**src/hw/dtb_pkg.sv**
```systemverilog
// Package for the trace, trigger and break controller and the core-side end.
// Assumes both ends share one clock and see the register map below.
package dtb_pkg;

  localparam int ADDR_W = 17;
  localparam int DEPTH = 8;
  localparam int ENTRY_W = 18;

  // Register offsets
  localparam logic [3:0] OFF_AX = 4'h0;
  localparam logic [3:0] OFF_AH = 4'h1;
  localparam logic [3:0] OFF_AL = 4'h2;
  localparam logic [3:0] OFF_BX = 4'h3;
  localparam logic [3:0] OFF_BH = 4'h4;
  localparam logic [3:0] OFF_BL = 4'h5;
  localparam logic [3:0] OFF_CX = 4'h6;
  localparam logic [3:0] OFF_CH = 4'h7;
  localparam logic [3:0] OFF_CL = 4'h8;
  localparam logic [3:0] OFF_CTRL = 4'hC;
  localparam logic [3:0] OFF_TRIG = 4'hD;
  localparam logic [3:0] OFF_STAT = 4'hE;
  localparam logic [3:0] OFF_CNT = 4'hF;

  // debug_ctrl_reg fields
  localparam int C_EN = 7;
  localparam int C_ARM = 6;
  localparam int C_TAG = 5;
  localparam int C_BRK = 4;
  localparam int C_RWA = 3;
  localparam int C_DIR_MATCH_ENABLE = 2;
  localparam int C_RWB = 1;
  localparam int C_SECOND_DIR_ENABLE = 0;
  // trigger_ctrl_reg fields
  localparam int T_SEL = 7;
  localparam int T_BEGIN = 6;
  localparam int T_DEDUP = 4;
  // Extended byte fields
  localparam int X_PAG = 7;
  localparam int X_A16 = 0;

  localparam logic [7:0] RST_REG = 8'h00;
  localparam logic [7:0] HWB_TAG_VAL = 8'h81;
  localparam logic [7:0] HWB_FORCE_VAL = 8'h01;
  localparam logic [16:0] COF_BACKSTEP = 17'h00002;
  localparam logic [3:0] CNT_FULL = 4'h8;

  typedef enum logic [3:0] {
    MODE_A_ONLY = 4'h0,
    MODE_A_OR_B = 4'h1,
    MODE_A_THEN_B = 4'h2,
    MODE_EV_B = 4'h3,
    MODE_A_THEN_EV_B = 4'h4,
    MODE_A_AND_B = 4'h5,
    MODE_A_NOT_B = 4'h6,
    MODE_INSIDE = 4'h7,
    MODE_OUTSIDE = 4'h8
  } dtb_mode_e;

endpackage

```
**src/hw/dtb_if.sv**
```systemverilog
// Interface joining the debug controller and the core side.
// Assumes a single clock shared by both ends.
`timescale 1ns/10ps
`default_nettype none
interface dtb_if (
  input wire logic clk
);
  logic [16:0] core_addr;
  logic [7:0] core_rdata;
  logic [7:0] core_wdata;
  logic core_rw;
  logic core_valid;
  logic [1:0] core_cof;
  logic core_paged_access_ind;
  logic core_exec;
  logic [16:0] core_exec_addr;
  logic reg_wr;
  logic reg_rd;
  logic [3:0] reg_addr;
  logic [7:0] reg_wdata;
  logic [7:0] reg_rdata;
  logic brk_force;
  logic brk_tag;

  modport dev (
    input clk, core_addr, core_rdata, core_wdata, core_rw, core_valid, core_cof,
    input core_paged_access_ind, core_exec, core_exec_addr, reg_wr, reg_rd, reg_addr, reg_wdata,
    output reg_rdata, brk_force, brk_tag
  );
  modport host (
    input clk, reg_rdata, brk_force, brk_tag,
    output core_addr, core_rdata, core_wdata, core_rw, core_valid, core_cof,
    output core_paged_access_ind, core_exec, core_exec_addr, reg_wr, reg_rd, reg_addr, reg_wdata
  );
endinterface
`default_nettype wire

```
**src/hw/dtb_dev.sv**
```systemverilog
// Comparators, trigger and break controller and the eight-word trace store.
// Assumes the core end drives the bus view and register strobes on clk.
`timescale 1ns/10ps
`default_nettype none
module dtb_dev (
  input wire logic clk,
  input wire logic reset,
  dtb_if.dev b,
  output logic run_active,
  output logic [3:0] trace_count
);
  typedef struct packed {
    logic [7:0] ax, ah, al, bx, bh, bl, cx, ch, cl, ctrl, trig;
    logic run_active_status;
    logic [2:0] flags;
    logic [3:0] cnt;
    logic [2:0] wptr;
    logic a_seen, trg_done, pend_a, pend_b;
    logic [16:0] prev_addr;
    logic brk_force, brk_tag;
    logic [7:0] rdata;
    logic [7:0][17:0] mem;
  } dtb_dev_s;

  dtb_dev_s s_ff, nxt_s;

  function automatic logic [16:0] cat_addr(input logic [7:0] x, input logic [7:0] h,
                                           input logic [7:0] l);
    cat_addr = {x[dtb_pkg::X_A16], h, l};
  endfunction

  ////////////////////////////////////////////////////////////////////////////
  always_comb begin
    logic [3:0] mode;
    logic evo, full, beg, en, brk, wr_sel, rw_ok, rw_a, rw_b, dedup, qs;
    logic [7:0] dbus;
    logic [16:0] adr_a, adr_b, adr_c, cof_addr;
    logic ma, mb, mbd, hc, exa, exb, qa, qb, ha, hb, trig, ev, dup, store, disarm, arming;
    logic [17:0] entry;
    nxt_s = s_ff;
    nxt_s.brk_force = 1'b0;
    nxt_s.brk_tag = 1'b0;
    mode = s_ff.trig[3:0];
    evo = mode == dtb_pkg::MODE_EV_B || mode == dtb_pkg::MODE_A_THEN_EV_B;
    full = mode == dtb_pkg::MODE_A_AND_B || mode == dtb_pkg::MODE_A_NOT_B;
    // event modes act as begin runs
    beg = s_ff.trig[dtb_pkg::T_BEGIN] | evo;
    en = s_ff.ctrl[dtb_pkg::C_EN];
    brk = s_ff.ctrl[dtb_pkg::C_BRK];
    dedup = s_ff.trig[dtb_pkg::T_DEDUP];
    adr_a = cat_addr(s_ff.ax, s_ff.ah, s_ff.al);
    adr_b = cat_addr(s_ff.bx, s_ff.bh, s_ff.bl);
    adr_c = cat_addr(s_ff.cx, s_ff.ch, s_ff.cl);
    // full modes use first direction bits
    wr_sel = s_ff.ctrl[dtb_pkg::C_DIR_MATCH_ENABLE] & ~s_ff.ctrl[dtb_pkg::C_RWA];
    dbus = wr_sel ? b.core_wdata : b.core_rdata;
    rw_ok = wr_sel ? ~b.core_rw : b.core_rw;
    rw_a = ~s_ff.ctrl[dtb_pkg::C_DIR_MATCH_ENABLE] | (b.core_rw == s_ff.ctrl[dtb_pkg::C_RWA]);
    rw_b = ~s_ff.ctrl[dtb_pkg::C_SECOND_DIR_ENABLE] | (b.core_rw == s_ff.ctrl[dtb_pkg::C_RWB]);
    ma = b.core_valid && b.core_addr == adr_a && (full ? rw_ok : rw_a);
    // second comparator on data in full modes
    mbd = b.core_valid && rw_ok && dbus == s_ff.bl;
    mb = full ? mbd : (b.core_valid && b.core_addr == adr_b && rw_b);
    hc = b.core_valid && b.core_addr == adr_c && !dedup;
    qs = s_ff.trig[dtb_pkg::T_SEL] & ~evo;
    exa = b.core_exec && b.core_exec_addr == adr_a;
    exb = b.core_exec && b.core_exec_addr == adr_b;
    qa = qs ? (s_ff.pend_a | ma) & exa : ma;
    qb = (qs && !full) ? (s_ff.pend_b | mb) & exb : mb;
    nxt_s.pend_a = qs & (s_ff.pend_a | ma) & ~exa;
    nxt_s.pend_b = qs & (s_ff.pend_b | mb) & ~exb;
    ha = 1'b0;
    hb = 1'b0;
    trig = 1'b0;
    case (mode)
      dtb_pkg::MODE_A_ONLY: begin
        ha = qa;
        trig = qa;
      end
      dtb_pkg::MODE_A_OR_B: begin
        ha = qa;
        hb = qb;
        trig = qa | qb;
      end
      dtb_pkg::MODE_A_THEN_B, dtb_pkg::MODE_A_THEN_EV_B: begin
        ha = qa;
        hb = qb & s_ff.a_seen;
        trig = hb;
      end
      dtb_pkg::MODE_EV_B: begin
        hb = qb;
        trig = qb;
      end
      dtb_pkg::MODE_A_AND_B: begin
        ha = qa & mbd;
        hb = ha;
        trig = ha;
      end
      dtb_pkg::MODE_A_NOT_B: begin
        ha = qa & ~mbd;
        hb = ha;
        trig = ha;
      end
      dtb_pkg::MODE_INSIDE: begin
        ha = b.core_valid && b.core_addr >= adr_a && b.core_addr <= adr_b;
        hb = ha;
        trig = ha;
      end
      dtb_pkg::MODE_OUTSIDE: begin
        ha = b.core_valid && b.core_addr < adr_a;
        hb = b.core_valid && b.core_addr > adr_b;
        trig = ha | hb;
      end
      default: trig = 1'b0;
    endcase
    if (!s_ff.run_active_status) begin
      ha = 1'b0;
      hb = 1'b0;
      trig = 1'b0;
    end
    if (s_ff.run_active_status && qa)
      nxt_s.a_seen = 1'b1;
    nxt_s.flags = s_ff.flags | {ha, hb, hc & en};
    cof_addr = b.core_cof[1] ? b.core_addr : 17'(s_ff.prev_addr - dtb_pkg::COF_BACKSTEP);
    entry = evo ? {10'h000, dbus} : {b.core_paged_access_ind, cof_addr};
    ev = evo ? hb : (b.core_valid && |b.core_cof);
    if (b.core_valid)
      nxt_s.prev_addr = b.core_addr;
    // suppress repeat of last stored flow
    dup = dedup && !evo && entry == {s_ff.cx[dtb_pkg::X_PAG], adr_c};
    // end runs store up to trigger only; begin runs after it
    store = s_ff.run_active_status && ev && !dup && (beg ? (s_ff.trg_done | trig) : 1'b1);
    disarm = 1'b0;
    if (store) begin
      nxt_s.mem[s_ff.wptr] = entry;
      nxt_s.wptr = s_ff.wptr + 3'h1;
      if (s_ff.cnt != dtb_pkg::CNT_FULL)
        nxt_s.cnt = s_ff.cnt + 4'h1;
      if (dedup && !evo) begin
        nxt_s.cx = {b.core_paged_access_ind, 6'h00, entry[16]};
        nxt_s.ch = entry[15:8];
        nxt_s.cl = entry[7:0];
      end
    end
    if (trig)
      nxt_s.trg_done = 1'b1;
    // break at full in begin runs, at trigger in end runs
    if (beg && store && s_ff.cnt == dtb_pkg::CNT_FULL - 4'h1)
      disarm = 1'b1;
    if (!beg && trig)
      disarm = 1'b1;
    if (brk && en && (disarm || hc)) begin
      nxt_s.brk_tag = s_ff.ctrl[dtb_pkg::C_TAG];
      nxt_s.brk_force = ~s_ff.ctrl[dtb_pkg::C_TAG];
    end
    if (disarm)
      nxt_s.ctrl[dtb_pkg::C_ARM] = 1'b0;
    arming = 1'b0;
    if (b.reg_wr) begin
      case (b.reg_addr)
        dtb_pkg::OFF_AX: nxt_s.ax = b.reg_wdata;
        dtb_pkg::OFF_AH: nxt_s.ah = b.reg_wdata;
        dtb_pkg::OFF_AL: nxt_s.al = b.reg_wdata;
        dtb_pkg::OFF_BX: nxt_s.bx = b.reg_wdata;
        dtb_pkg::OFF_BH: nxt_s.bh = b.reg_wdata;
        dtb_pkg::OFF_BL: nxt_s.bl = b.reg_wdata;
        dtb_pkg::OFF_CX: nxt_s.cx = b.reg_wdata;
        dtb_pkg::OFF_CH: nxt_s.ch = b.reg_wdata;
        dtb_pkg::OFF_CL: nxt_s.cl = b.reg_wdata;
        dtb_pkg::OFF_CTRL: begin
          nxt_s.ctrl = b.reg_wdata;
          arming = b.reg_wdata[dtb_pkg::C_EN] & b.reg_wdata[dtb_pkg::C_ARM] & ~s_ff.run_active_status;
        end
        // Trigger setup is frozen while a run is armed
        dtb_pkg::OFF_TRIG: if (!s_ff.ctrl[dtb_pkg::C_ARM]) nxt_s.trig = b.reg_wdata;
        default: ;
      endcase
    end
    if (arming) begin
      // arming clears flags and run state
      nxt_s.flags = 3'h0;
      nxt_s.cnt = 4'h0;
      nxt_s.wptr = 3'h0;
      nxt_s.a_seen = 1'b0;
      nxt_s.trg_done = 1'b0;
      nxt_s.pend_a = 1'b0;
      nxt_s.pend_b = 1'b0;
      if (nxt_s.trig[dtb_pkg::T_DEDUP]) begin
        nxt_s.cx = dtb_pkg::RST_REG;
        nxt_s.ch = dtb_pkg::RST_REG;
        nxt_s.cl = dtb_pkg::RST_REG;
      end
    end
    // run active needs enable and run bit; zero write or disable clears
    nxt_s.run_active_status = nxt_s.ctrl[dtb_pkg::C_EN] & nxt_s.ctrl[dtb_pkg::C_ARM];
    if (b.reg_rd) begin
      case (b.reg_addr)
        dtb_pkg::OFF_AX: nxt_s.rdata = s_ff.ax;
        dtb_pkg::OFF_AH: nxt_s.rdata = s_ff.ah;
        dtb_pkg::OFF_AL: nxt_s.rdata = s_ff.al;
        dtb_pkg::OFF_BX: nxt_s.rdata = s_ff.bx;
        dtb_pkg::OFF_BH: nxt_s.rdata = s_ff.bh;
        dtb_pkg::OFF_BL: nxt_s.rdata = s_ff.bl;
        dtb_pkg::OFF_CX: nxt_s.rdata = s_ff.cx;
        dtb_pkg::OFF_CH: nxt_s.rdata = s_ff.ch;
        dtb_pkg::OFF_CL: nxt_s.rdata = s_ff.cl;
        dtb_pkg::OFF_CTRL: nxt_s.rdata = s_ff.ctrl;
        dtb_pkg::OFF_TRIG: nxt_s.rdata = s_ff.trig;
        dtb_pkg::OFF_STAT: nxt_s.rdata = {s_ff.flags, 4'h0, s_ff.run_active_status};
        dtb_pkg::OFF_CNT: nxt_s.rdata = {4'h0, s_ff.cnt};
        default: nxt_s.rdata = 8'h00;
      endcase
    end
  end

  ////////////////////////////////////////////////////////////////////////////
  // any reset ends the run in progress
  always_ff @(posedge clk or posedge reset) begin
    if (reset)
      s_ff <= '0;
    else
      s_ff <= nxt_s;
  end

  assign b.reg_rdata = s_ff.rdata;
  assign b.brk_force = s_ff.brk_force;
  assign b.brk_tag = s_ff.brk_tag;
  assign run_active = s_ff.run_active_status;
  assign trace_count = s_ff.cnt;
endmodule
`default_nettype wire

```
**src/flat_wrapper.sv**
```systemverilog
// flat-port wrapper written by rule: the top's interface ports become plain ports
module dtb_dev_flat 
  (clk, reset, run_active, trace_count, b_core_addr, b_core_rdata, b_core_wdata, b_core_rw, b_core_valid, b_core_cof, b_core_paged_access_ind, b_core_exec, b_core_exec_addr, b_reg_wr, b_reg_rd, b_reg_addr, b_reg_wdata, b_reg_rdata, b_brk_force, b_brk_tag);
  dtb_if b_i (.clk(clk));
  input wire logic clk;
  input wire logic reset;
  output logic run_active;
  output logic [3:0] trace_count;
  input wire logic [$bits(b_i.core_addr)-1:0] b_core_addr;
  input wire logic [$bits(b_i.core_rdata)-1:0] b_core_rdata;
  input wire logic [$bits(b_i.core_wdata)-1:0] b_core_wdata;
  input wire logic [$bits(b_i.core_rw)-1:0] b_core_rw;
  input wire logic [$bits(b_i.core_valid)-1:0] b_core_valid;
  input wire logic [$bits(b_i.core_cof)-1:0] b_core_cof;
  input wire logic [$bits(b_i.core_paged_access_ind)-1:0] b_core_paged_access_ind;
  input wire logic [$bits(b_i.core_exec)-1:0] b_core_exec;
  input wire logic [$bits(b_i.core_exec_addr)-1:0] b_core_exec_addr;
  input wire logic [$bits(b_i.reg_wr)-1:0] b_reg_wr;
  input wire logic [$bits(b_i.reg_rd)-1:0] b_reg_rd;
  input wire logic [$bits(b_i.reg_addr)-1:0] b_reg_addr;
  input wire logic [$bits(b_i.reg_wdata)-1:0] b_reg_wdata;
  output wire logic [$bits(b_i.reg_rdata)-1:0] b_reg_rdata;
  output wire logic [$bits(b_i.brk_force)-1:0] b_brk_force;
  output wire logic [$bits(b_i.brk_tag)-1:0] b_brk_tag;
  assign b_i.core_addr = b_core_addr;
  assign b_i.core_rdata = b_core_rdata;
  assign b_i.core_wdata = b_core_wdata;
  assign b_i.core_rw = b_core_rw;
  assign b_i.core_valid = b_core_valid;
  assign b_i.core_cof = b_core_cof;
  assign b_i.core_paged_access_ind = b_core_paged_access_ind;
  assign b_i.core_exec = b_core_exec;
  assign b_i.core_exec_addr = b_core_exec_addr;
  assign b_i.reg_wr = b_reg_wr;
  assign b_i.reg_rd = b_reg_rd;
  assign b_i.reg_addr = b_reg_addr;
  assign b_i.reg_wdata = b_reg_wdata;
  assign b_reg_rdata = b_i.reg_rdata;
  assign b_brk_force = b_i.brk_force;
  assign b_brk_tag = b_i.brk_tag;
  dtb_dev u_core (.clk(clk), .reset(reset), .b(b_i), .run_active(run_active), .trace_count(trace_count));
endmodule
```
**config.mk**
```make
export PLATFORM = sky130hd
export DESIGN_NAME = dtb_dev_flat
export DESIGN_NICKNAME = d
export VERILOG_FILES = /design/src/hw/dtb_pkg.sv /design/src/hw/dtb_if.sv /design/src/hw/dtb_dev.sv /design/src/flat_wrapper.sv
export SDC_FILE = /design/constraint.sdc
export NUM_CORES = 1
export LEC_CHECK = 0
export BUFFER_PORTS_ARGS = -buffer_cell sky130_fd_sc_hd__buf_4
export CAP_MARGIN = 10
export CORE_UTILIZATION = 60
export DETAILED_ROUTE_END_ITERATION = 8
export HOLD_SLACK_MARGIN = 0.02
export MAX_ROUTING_LAYER = met4
export PLACE_DENSITY = 0.81
export RECOVER_POWER = 50
export SYNTH_ARGS = -nofsm -noshare
export SYNTH_HDL_FRONTEND = slang
export SYNTH_SLANG_ARGS = --single-unit
```
**constraint.sdc**
```tcl
create_clock -name clk -period 5.85 [get_ports clk]
set_clock_uncertainty 0.15 [all_clocks]
set_input_delay 0.585 -clock clk [delete_from_list [all_inputs] [get_ports clk]]
set_output_delay 0.585 -clock clk [all_outputs]
set_load 0.02 [all_outputs]
```
# Yosys cells after proc, flatten, opt, wreduce, memory -nomap -nowiden
# Cells that the tools add are included.
[totals]
register_bits = 130
inputBits = 72
output_inout_bits = 15
[op_classes]
bitwise = 35
addsub = 3
order_cmp = 4
mux = 39
n_eq_ne = 31
n_reduce_logical = 54
[op_table]
columns = ["cell", "n"]
rows = [
  ["$pmux 8 s13", 1],
  ["$mux 24", 4],
  ["$eq 17x17->1", 5],
  ["$mux 8", 7],
  ["$mux 40", 1],
  ["$eq 4x3->1 const B", 9],
  ["$logic_and 1x1->1", 27],
  ["$eq 4x4->1 const B", 6],
  ["$eq 18x18->1", 1],
  ["$mux 18", 1],
  ["$ge 17x17->1", 1],
  ["$gt 17x17->1", 1],
  ["$le 17x17->1", 1],
  ["$lt 17x17->1", 1],
  ["$mux 1", 17],
  ["$mux 17", 1],
  ["$sub 17x2->17 const B", 1],
  ["$eq 4x2->1 const B", 4],
  ["$reduce_and 2->1", 8],
  ["$and 1x1->1", 15],
  ["$mux 14", 1],
  ["$not 1->1", 11],
  ["$eq 4x1->1 const B", 2],
  ["$eq 8x8->1", 1],
  ["other kinds (19)", 39],
]

# Depth between registers and ports, before layout
# Gate-level depths: netlist of run 1.
[logic_depth]
word_depth = 25
mapped_depth = 15
depth_no_buf = 12

# Least setup slack after synthesis of run 1
# Ideal clock, no wire load.
[synth_timing]
path_kind = "input port to flip-flop"
from = "input b_core_addr[8]"
to = "register u_core.s_ff[207] (netlist bit)"
t_required_ns = 5.613
slack_ns = 2.229
arrival_ns = 3.384
cell_stages = 12
path_cell_list = "ha_1 > nand4_1 > nor4_1 > and4_1 > a21oi_1 > or3_1 > o211a_1 > a21o_1 > a2111oi_4 > buf_6 > mux2_4 > a211oi_2"
[synth_lines]
columns = ["item", "line", "rtl"]
rows = [
  ["from (decl)", "flat_wrapper.sv:9", "input wire logic [$bits(b_i.core_addr)-1:0] b_core_addr;"],
  ["to (signal assigned)", "dtb_dev.sv:222", "s_ff <= nxt_s;"],
  ["to (decl)", "dtb_dev.sv:25", "dtb_dev_s s_ff, nxt_s;"],
]

==> metrics.md, run 1 <==
| Metric | Value |
|---|---|
| Gr usage total | `0.424` |
| Clock share of power | `0.318` |
| Slew Limit Fails | `about 130` |
| Post-DP HPWL | `23.1 mm` |
| Largest net degree at the start of global routing | `between 60 and 70` |
| Hold/Removal Path Class | `in2reg` |
| Placed Area | `~9900 um^2` |
| Failing checks | `capacitance limit, slew limit` |
| CTS Buffer Depth | `2` |
| Cts-stage hold buffer count | `0` |
| CP max FO | `27` |
| Pre-antenna DRT Iters | `8` |
| Clk root buf | `clkbuf_16` |
| Critical path class | `reg2reg` |
| Post_cts resized | `0` |
| Fillers | `1199` |
| Pwr/cell area | `~350 nW/um^2` |
| Multi-input combinational cell area | `around 5600 um^2` |
| Chip height | `126 um` |
| Final wirelength | `between 30 and 40 mm` |
| Post-place setup slack | `1.38 ns` |
| CP Data Arrival Time | `around 4.6 ns` |
| Worst Path Required | `slightly above 6 ns` |
| Layout cell share with drive strength beyond 1 | `0.171` |
| H-tree levels | `4` |
| Final ANT Viol Nets | `0` |
| Post-Route Utilization | `0.691` |
| Async set or reset register ratio after synthesis | `1.00` |
| Register cell area after layout | `3180 um^2` |
| Netlist cell types | `81` |
| Nets@finish | `approximately 1200` |
| CTS tree | `done` |
| Clock Sinks | `~130` |
| Post-synth EDFFs | `0` |
| Worst r2r src | `u_core.s_ff[186]` |
| Met2 routed wirelength | `14.1 mm` |
| Site Rows | `45` |
| Initial antenna violation count | `0` |
| Top sig layer | `met4` |
| Antenna diodes | `0` |
| Slowest Stage Delay on Critical Path | `0.64 ns` |
| Worst vdd ir | `0.000231 V` |
| Via density per instance | `6.84` |
| Met3 WL | `3.89 mm` |
| Synth area leader | `dfrtp_1` |
| Fin crit share | `0.759` |
| Hold Vio Cnt, Final | `0` |
| Mapped Nets | `1149` |
| Outcome | `finished, violations left` |
| Die width | `126 um` |
| Vias in the first global route | `8263` |
| Top cells by area, synth | `dfrtp_1 (34%), mux2_2 (7.1%), ha_1 (5.0%)` |
| Drt wl/cell | `25.0 um` |
| Detailed-routing wirelength on met1 | `12.2 mm` |
| Routability-driven placement congestion ratio | `1.08` |
| Synth warn | `0` |
| DRC viols | `0` |
| Hold wc startpoint | `b_reg_rd` |
| Initial DRC count | `1106` |
| Total of max-cap violations | `2` |
| IO Port Bufs | `86` |
| Core box area | `15100 um^2` |
| CP startpoint | `u_core.s_ff[186]` |
| Final Setup Violations | `0` |
| Avg Cell Area, Syn | `8.94 um^2` |
| Final WS setup | `1.41 ns` |
| Worst slew pin tran | `~3.1 ns` |
| Finished Cell Area | `10500 um^2` |
| Leakage power total | `4.48 nW` |
| Post-layout min period | `about 4.4 ns` |
| Cells after synthesis | `1040` |
| Flops & latches, synth | `127` |
| Slew HR | `-1.09` |
| Unrepaired setup endpoints after global routing | `no` |
| Main synth FF type | `dfrtp_1` |
| Syn Std Cell Area | `9300 um^2` |
| CP Cell Sequence | `or4b_4 > and2_1 > nand2_1 > a21oi_1 > or3_1 > o211a_1 > a21o_1 > a2111oi_4 > buf_4 > mux2_4 > a211oi_2` |
| Setup TNS | `0 ns` |
| Clock slew at reported path FFs | `0.06 ns` |
| Vias | `8764` |
| Sequential group share of total power | `0.389` |
| Worst path slowest cell | `or4b_4` |
| Sw power | `0.00138 W` |
| Setup Fix Bufs, Post-CTS | `0` |
| Logic pwr share | `0.293` |
| Num CTS Buffers | `17` |
| Internal power | `~0.0023 W` |
| Synthesis-to-layout area growth | `12.6%` |
| Sequential area share after synthesis | `0.342` |
| Initial core utilization | `0.614` |
| Top cell type's share of synthesized area | `0.342` |
| Net Sw Frac | `0.374` |
| Skew-Pair Late Insertion Delay | `0.43 ns` |
| Die area | `16000 um^2` |
| Element type at the critical path start | `flop` |
| Crit end category | `flop` |
| FMAX | `approximately 230 MHz` |
| Overflow after GRT | `0` |
| Num ports | `87` |
| Global-route wire length before repair | `48.5 mm` |
-- worst paths after layout --
path | to | slack (ns) | cells past startpoint
max | u_core.s_ff[207] | 1.41 | 11
min | u_core.b.reg_rdata[0] | 0.26 | 2
max reg2reg | u_core.s_ff[207] | 1.41 | 11
min reg2reg | u_core.b.brk_force | 0.31 | 1
max in group asynchronous | u_core.s_ff[231] | 2.12 | 3
min in group asynchronous | u_core.s_ff[244] | 0.91 | 2
-- cells in the final DEF, fill, tap and decap left out, types with 5 or more instances in the layout --
cell,synthesis,layout
o22ai_1,15,15
nand3_1,28,28
xnor2_1,47,47
a211oi_1,16,16
or2_2,5,5
o21ai_0,61,61
dfrtp_1,127,127
and2_1,5,5
nor2b_1,17,17
xor2_1,36,36
a221oi_1,6,6
or4_1,8,8
nor3_1,23,23
mux2_2,59,59
and3_1,9,9
nor4_1,11,11
nand4_1,23,23
a21oi_1,37,37
ha_1,37,37
a31oi_1,9,9
clkbuf_16,0,17
nor2_1,66,66
mux2i_1,32,32
inv_1,61,60
nand2b_1,7,7
buf_4,13,71
a22o_1,6,6
a2bb2oi_1,6,6
a22oi_1,12,12
or3_1,10,10
clkbuf_1,45,18
nand2_1,105,105
a21o_1,6,6
-- metal layers --
metal	up-vias	global-route usage
met1	4175	0.531
met3	140	0.111
met2	616	0.628
met4	0	0.234
li1	3833	-
met5	-	-
-- through the flow --
| stage | total power (W) | std cells | hold slack [ns] |
|---|---|---|---|
| after detailed placement | 0.00250 | 1250 | 0.303 |
| after global placement | 0.00246 | 1250 | 0.314 |
| after floorplan | 0.00209 | 1040 | 0.270 |
| after CTS | 0.00367 | 1282 | 0.228 |
| final | 0.00370 | 1282 | 0.262 |
| after global routing | 0.00384 | 1282 | 0.262 |
-- worst max-delay path, delay by kind of cell (launching register included) --
kind | cells | cell delay, ns
flip-flops | 1 | 0.56
AND/OR/NAND/NOR | 4 | 1.71
multiplexers | 1 | 0.34
AO/OA/AOI/OAI | 5 | 1.18
buffers and inverters | 1 | 0.41
-- layout make-up --
| type | instances | area share |
|---|---|---|
| clock buffer | 21 | 0.0449 |
| clock inverter | 11 | 0.0171 |
| inverter | 63 | 0.0227 |
| multi-input combinational | 782 | 0.531 |
| sequential | 127 | 0.304 |
| tap | 188 | 0.0225 |
| timing repair buffer | 90 | 0.0582 |
-- registers in the layout, indices dropped and copies added (netlist names) --
register,cells
u_core.s_ff,112
u_core.b.reg_rdata,8
u_core.b.brk_force,1
u_core.trace_count,4
u_core.run_active,1
u_core.b.brk_tag,1
-- cell families after synthesis --
kind of cell / share of synthesized area
multiplexers: 0.116
adder cells (fa/ha/maj): 0.0509
flip-flops: 0.342
XOR/XNOR: 0.0782
AO/OA/AOI/OAI: 0.171
buffers and inverters: 0.0604
AND/OR/NAND/NOR: 0.182
-- cells in the mapped netlist (all sizes together), types with 23 or more instances --
master,n
ha,37
mux2,61
buf,23
nand3,28
a21oi,37
nand4,23
clkbuf,45
dfrtp,127
nor3,23
mux2i,32
o21ai,63
xnor2,47
nand2,106
inv,61
xor2,36
nor2,66
-- power by group through the flow --
stage               Combinational (W)  Clock, W  Sequential [W]
floorplan                    0.000841         0         0.00125
global placement              0.00104         0         0.00141
detailed placement            0.00107         0         0.00142
CTS                           0.00108   0.00118         0.00141
global route                  0.00119   0.00122         0.00144
finish                        0.00108   0.00117         0.00144
No activity file was read; power rests on OpenSTA's default activity.
==> inputs of run 2 (changes only) <==
==> constraint.sdc (replaced) <==
create_clock -name clk -period 4.62 [get_ports clk]
set_clock_uncertainty 0.15 [all_clocks]
set_input_delay 0.462 -clock clk [delete_from_list [all_inputs] [get_ports clk]]
set_output_delay 0.462 -clock clk [all_outputs]
set_load 0.02 [all_outputs]
==> metrics.md, run 2 (same netlist as run 1, synthesis figures left out) <==
| Metric | Value |
|---|---|
| Worst slew pin tran | `between 2 and 2.5 ns` |
| Failing checks | `capacitance limit, slew limit` |
| CP Cell Sequence | `inv_1 > ha_1 > nand4_1 > nor4_1 > buf_4 > nand3_1 > a221oi_1 > nor4_1 > a21o_1 > a2111oi_4 > buf_12 > mux2_4 > a211oi_2` |
| Vias | `8830` |
| Skew-Pair Late Insertion Delay | `0.43 ns` |
| Die area | `16000 um^2` |
| Gr usage total | `0.426` |
| Total of max-cap violations | `2` |
| CP max FO | `27` |
| Core box area | `15100 um^2` |
| H-tree levels | `4` |
| Vias in the first global route | `8394` |
| Initial core utilization | `0.614` |
| Drt wl/cell | `24.9 um` |
| Slew Limit Fails | `86` |
| Chip height | `126 um` |
| Fin crit share | `0.924` |
| FMAX | `about 230 MHz` |
| Element type at the critical path start | `flop` |
| Layout cell share with drive strength beyond 1 | `0.177` |
| Clock Sinks | `127` |
| Post_cts resized | `0` |
| Hold Vio Cnt, Final | `0` |
| Pre-antenna DRT Iters | `9` |
| Finished Cell Area | `10500 um^2` |
| Buffers plus inverters on the worst setup path | `3` |
| Top reg by flops | `u_core.s_ff` |
| Pwr/cell area | `441 nW/um^2` |
| Worst path slowest cell | `dfrtp_1` |
| Nets@finish | `~1200` |
| CP Data Arrival Time | `4.46 ns` |
| Commonest non-fill, non-tap cell in the layout | `dfrtp_1` |
| Final wirelength | `around 32 mm` |
| Clk root buf | `clkbuf_16` |
| DRC viols | `0` |
| Top delay family on crit path | `compound AO/OA/AOI/OAI gates` |
| Antenna diodes | `0` |
| Unrepaired setup endpoints after global routing | `no` |
| Worst path most repeated cell | `nor4_1` |
| Leakage power total | `4.52 nW` |
| Worst Path Required | `4.81 ns` |
| Hold/Removal Path Class | `in2reg` |
| Max reg flops | `112` |
| Die width | `126 um` |
| Placed Area | `between 9000 and 10000 um^2` |
| Initial DRC count | `1157` |
| Slowest Stage Delay on Critical Path | `0.57 ns` |
| Worst vdd ir | `0.000316 V` |
| Largest net degree at the start of global routing | `50` |
| Setup Fix Bufs, Post-CTS | `0` |
| Global-route wire length before repair | `49.0 mm` |
| Setup TNS | `0 ns` |
| Crit end category | `flop` |
| Via density per instance | `slightly below 7` |
| Post-Route Utilization | `0.696` |
| Clock slew at reported path FFs | `0.06 ns` |
| CTS tree | `done` |
| Synthesis-to-layout area growth | `13.4%` |
| Commonest cells after routing, fill and taps aside | `dfrtp_1 (127), nand2_1 (105), buf_4 (80)` |
| Num ports | `87` |
| Critical path class | `reg2reg` |
| Overflow after GRT | `0` |
| Post-layout min period | `around 4.3 ns` |
| Final ANT Viol Nets | `0` |
| Slew HR | `-0.505` |
| CTS Buffer Depth | `2` |
| IO Port Bufs | `86` |
| Fillers | `1229` |
| Outcome | `finished, violations left` |
| Num CTS Buffers | `17` |
| Site Rows | `45` |
| Post-DP HPWL | `23.4 mm` |
| Routability-driven placement congestion ratio | `around 1.0` |
| Final Setup Violations | `0` |
| Initial antenna violation count | `1` |
-- run 2: cell count changes in the layout (fill, tap and decap cells not counted), moves of 2 or more --
cell | previous run | this run
clkbuf_1 | 18 | 20
clkinv_2 | 0 | 2
clkinv_4 | 4 | 2
buf_4 | 71 | 80
clkbuf_8 | 3 | 0
-- run 2: stage by stage --
step / power [W] / instances / hold slack (ns) / setup WS (ns)
floorplan: 0.00264 / 1040 / 0.270 / 0.624
global placement: 0.00313 / 1261 / 0.317 / 0.441
detailed placement: 0.00317 / 1261 / 0.320 / 0.366
CTS: 0.00461 / 1294 / 0.144 / 0.445
global route: 0.00483 / 1294 / 0.157 / 0.127
finish: 0.00465 / 1294 / 0.150 / 0.351
-- run 2: report_power, final --
part	total [W]	leakage [nW]	internal [W]	switching [W]
clock	0.00144	0.294	0.000905	0.000538
combinational	0.00141	2.67	0.000636	0.000779
sequential	0.00179	1.56	0.00136	0.000436
-- run 2: per-layer routing --
layer / routed length, um / share of wire / global-route usage / vias to the layer above
met4: 1880 / 0.058 / 0.231 / 0
met3: 3580 / 0.11 / 0.100 / 146
met1: 12500 / 0.39 / 0.541 / 4222
met5: 0 / 0 / - / -
met2: 14200 / 0.44 / 0.631 / 601
li1: - / - / - / 3861
-- run 2: cell type report --
cell class	instances	area, um^2	area share
timing repair buffer	102	711	0.0674
tap	188	235	0.0223
clock buffer	19	433	0.0411
inverter	63	238	0.0226
sequential	127	3180	0.302
multi-input combinational	782	5560	0.527
clock inverter	13	188	0.0178
-- run 2: what timing repair did --
item,CTS,global route
endpoints found under the setup margin,0,0
hold buffers,1,0
endpoints found under the hold margin,47,0
-- run 2: path summary, 6_finish.rpt --
check | from | end | slack, ns | depth (start not counted)
worst max-delay path | u_core.s_ff[231] | u_core.s_ff[218] | 0.35 | 13
worst min-delay path | b_reg_rd | u_core.b.reg_rdata[0] | 0.15 | 2
worst max register to register | u_core.s_ff[231] | u_core.s_ff[218] | 0.35 | 13
worst min register to register | u_core.s_ff[199] | u_core.b.brk_force | 0.33 | 1
max in group asynchronous | reset | u_core.s_ff[235] | 1.49 | 4
min in group asynchronous | reset | u_core.s_ff[244] | 1.05 | 3
==> inputs of run 3 (changes only) <==
--- a/config.mk
+++ b/config.mk
@@ -13,6 +13,7 @@
 export MAX_ROUTING_LAYER = met4
 export PLACE_DENSITY = 0.81
 export RECOVER_POWER = 50
+export SETUP_SLACK_MARGIN = 0.4
 export SYNTH_ARGS = -nofsm -noshare
 export SYNTH_HDL_FRONTEND = slang
 export SYNTH_SLANG_ARGS = --single-unit
==> metrics.md, run 3 (same netlist as run 1, synthesis figures left out) <==
| Metric | Value |
|---|---|
| Top reg by flops | `u_core.s_ff` |
| Pre-antenna DRT Iters | `9` |
| Fin crit share | `0.902` |
| Worst Path Required | `4.79 ns` |
| Hold Vio Cnt, Final | `0` |
| Clock Sinks | `approximately 130` |
| Crit end category | `flop` |
| Initial antenna violation count | `1` |
| Total of max-cap violations | `2` |
| Initial DRC count | `1291` |
| CP max FO | `18` |
| Multi-input combinational cell area | `5580 um^2` |
| Placed Area | `9980 um^2` |
| Antenna diodes | `0` |
| Final Setup Violations | `0` |
| CP Data Arrival Time | `4.33 ns` |
| Via density per instance | `~6.9` |
| Commonest non-fill, non-tap cell in the layout | `dfrtp_1` |
| Gr usage total | `0.426` |
| Layout cell share with drive strength beyond 1 | `0.186` |
| Register cell area after layout | `between 3000 and 4000 um^2` |
| IO Port Bufs | `86` |
| Vias in the first global route | `8394` |
| CTS Buffer Depth | `2` |
| Site Rows | `45` |
| Post-DP HPWL | `around 23 mm` |
| Skew-Pair Late Insertion Delay | `approximately 0.43 ns` |
| Clock slew at reported path FFs | `0.06 ns` |
| Die area | `16000 um^2` |
| Die width | `126 um` |
| Chip height | `126 um` |
| Drt wl/cell | `approximately 25 um` |
| Worst slew pin tran | `2.25 ns` |
| Nets@finish | `1204` |
| Element type at the critical path start | `flop` |
| Slew Limit Fails | `86` |
| Buffers plus inverters on the worst setup path | `0` |
| Slew HR | `-0.506` |
| Setup TNS | `0 ns` |
| Final wirelength | `around 33 mm` |
| Num CTS Buffers | `17` |
| WHS | `0.148 ns` |
| Total Power | `approximately 0.0047 W` |
| Overflow after GRT | `0` |
| Finished Cell Area | `10600 um^2` |
| Initial core utilization | `0.614` |
| Post-layout min period | `between 4 and 5 ns` |
| Clk root buf | `clkbuf_16` |
| CTS tree | `done` |
| Fillers | `about 1200` |
| Num ports | `87` |
| Largest net degree at the start of global routing | `50` |
| FMAX | `about 240 MHz` |
| Routability-driven placement congestion ratio | `1.05` |
| Commonest cells after routing, fill and taps aside | `dfrtp_1 (122), nand2_1 (105), buf_4 (81)` |
| CP Cell Sequence | `or4b_4 > nand2_1 > nor3_1 > o21a_1 > a211oi_1 > nand4_1 > a2111oi_4 > nor3_1 > o22ai_1 > mux2_2` |
| Outcome | `finished, violations left` |
| Post-Route Utilization | `0.700` |
| Final ANT Viol Nets | `0` |
| Worst path most repeated cell | `nor3_1` |
| Unrepaired setup endpoints after global routing | `no` |
| Failing checks | `DRC, capacitance limit, slew limit` |
| Core box area | `15100 um^2` |
| Worst vdd ir | `approximately 0.00032 V` |
| Hold/Removal Path Class | `in2reg` |
| Synthesis-to-layout area growth | `14.1%` |
| Top delay family on crit path | `simple AND/OR/NAND/NOR gates` |
| Slowest Stage Delay on Critical Path | `~0.66 ns` |
| Critical path class | `reg2reg` |
| DRC viols | `3` |
| Worst path slowest cell | `a2111oi_4` |
| H-tree levels | `4` |
| Max reg flops | `112` |
| Pwr/cell area | `441 nW/um^2` |
| Global-route wire length before repair | `49.0 mm` |
| Vias | `8979` |
| Leakage power total | `4.54 nW` |
[run 3: cell types whose count changed in the layout (fill, tap and decap cells not counted)]
cell / previous run / this run
a221oi_1: 6 / 5
a221oi_2: 0 / 1
buf_4: 80 / 81
clkbuf_16: 17 / 18
dfrtp_1: 127 / 122
dfrtp_2: 0 / 5
nor4_1: 11 / 9
nor4_2: 2 / 3
nor4_4: 1 / 2
[run 3: power breakdown]
part           internal [W]  switching, W
Combinational      0.000637      0.000790
Sequential          0.00136      0.000437
Clock              0.000905      0.000545
Total               0.00290       0.00177
[run 3: area by class of cell]
cell class	instances	share of cell area
Clock inverter	13	0.0177
Tap cell	188	0.0222
Timing Repair Buffer	104	0.0701
Inverter	63	0.0224
Multi-Input combinational cell	782	0.527
Clock buffer	19	0.0408
Sequential cell	127	0.300
[run 3: stage by stage]
step,std cells,setup slack [ns]
finish,1296,0.453
global route,1296,0.410
CTS,1294,0.445
detailed placement,1261,0.366
global placement,1261,0.441
floorplan,1040,0.624
[run 3: routing by layer]
metal,GRT usage,routed length (um),up-vias,part of all wire
met2,0.631,14400,639,0.44
met1,0.541,12300,4307,0.38
met4,0.231,2000,0,0.061
met3,0.100,3780,165,0.12
met5,-,0,-,0
li1,-,-,3868,-
[run 3: worst paths after layout]
check / from / cells past startpoint / to / slack [ns]
setup / recovery: u_core.s_ff[187] / 10 / u_core.trace_count[1] / 0.45
hold / removal: b_reg_rd / 2 / u_core.b.reg_rdata[2] / 0.15
setup reg to reg: u_core.s_ff[187] / 10 / u_core.trace_count[1] / 0.45
hold reg to reg: u_core.s_ff[199] / 1 / u_core.b.brk_force / 0.33
max in group asynchronous: reset / 4 / u_core.s_ff[233] / 1.44
min in group asynchronous: reset / 3 / u_core.s_ff[244] / 1.05
[run 3: what timing repair did]
| action | in CTS | in global routing |
|---|---|---|
| hold buffers | 1 | 0 |
| resized for setup | 0 | 9 |
| endpoints found under the hold margin | 47 | 0 |
| buffers inserted | 0 | 1 |
| setup endpoints to repair | 0 | 18 |
[run 3: worst register-to-register path, stage by stage, from the launching register on]
cell and delay (ns):
dfrtp_1 0.53, or4b_4 0.62, nand2_1 0.57, nor3_1 0.12, o21a_1 0.13, a211oi_1 0.27, nand4_1 0.19, a2111oi_4 0.66
nor3_1 0.20, o22ai_1 0.25, mux2_2 0.36
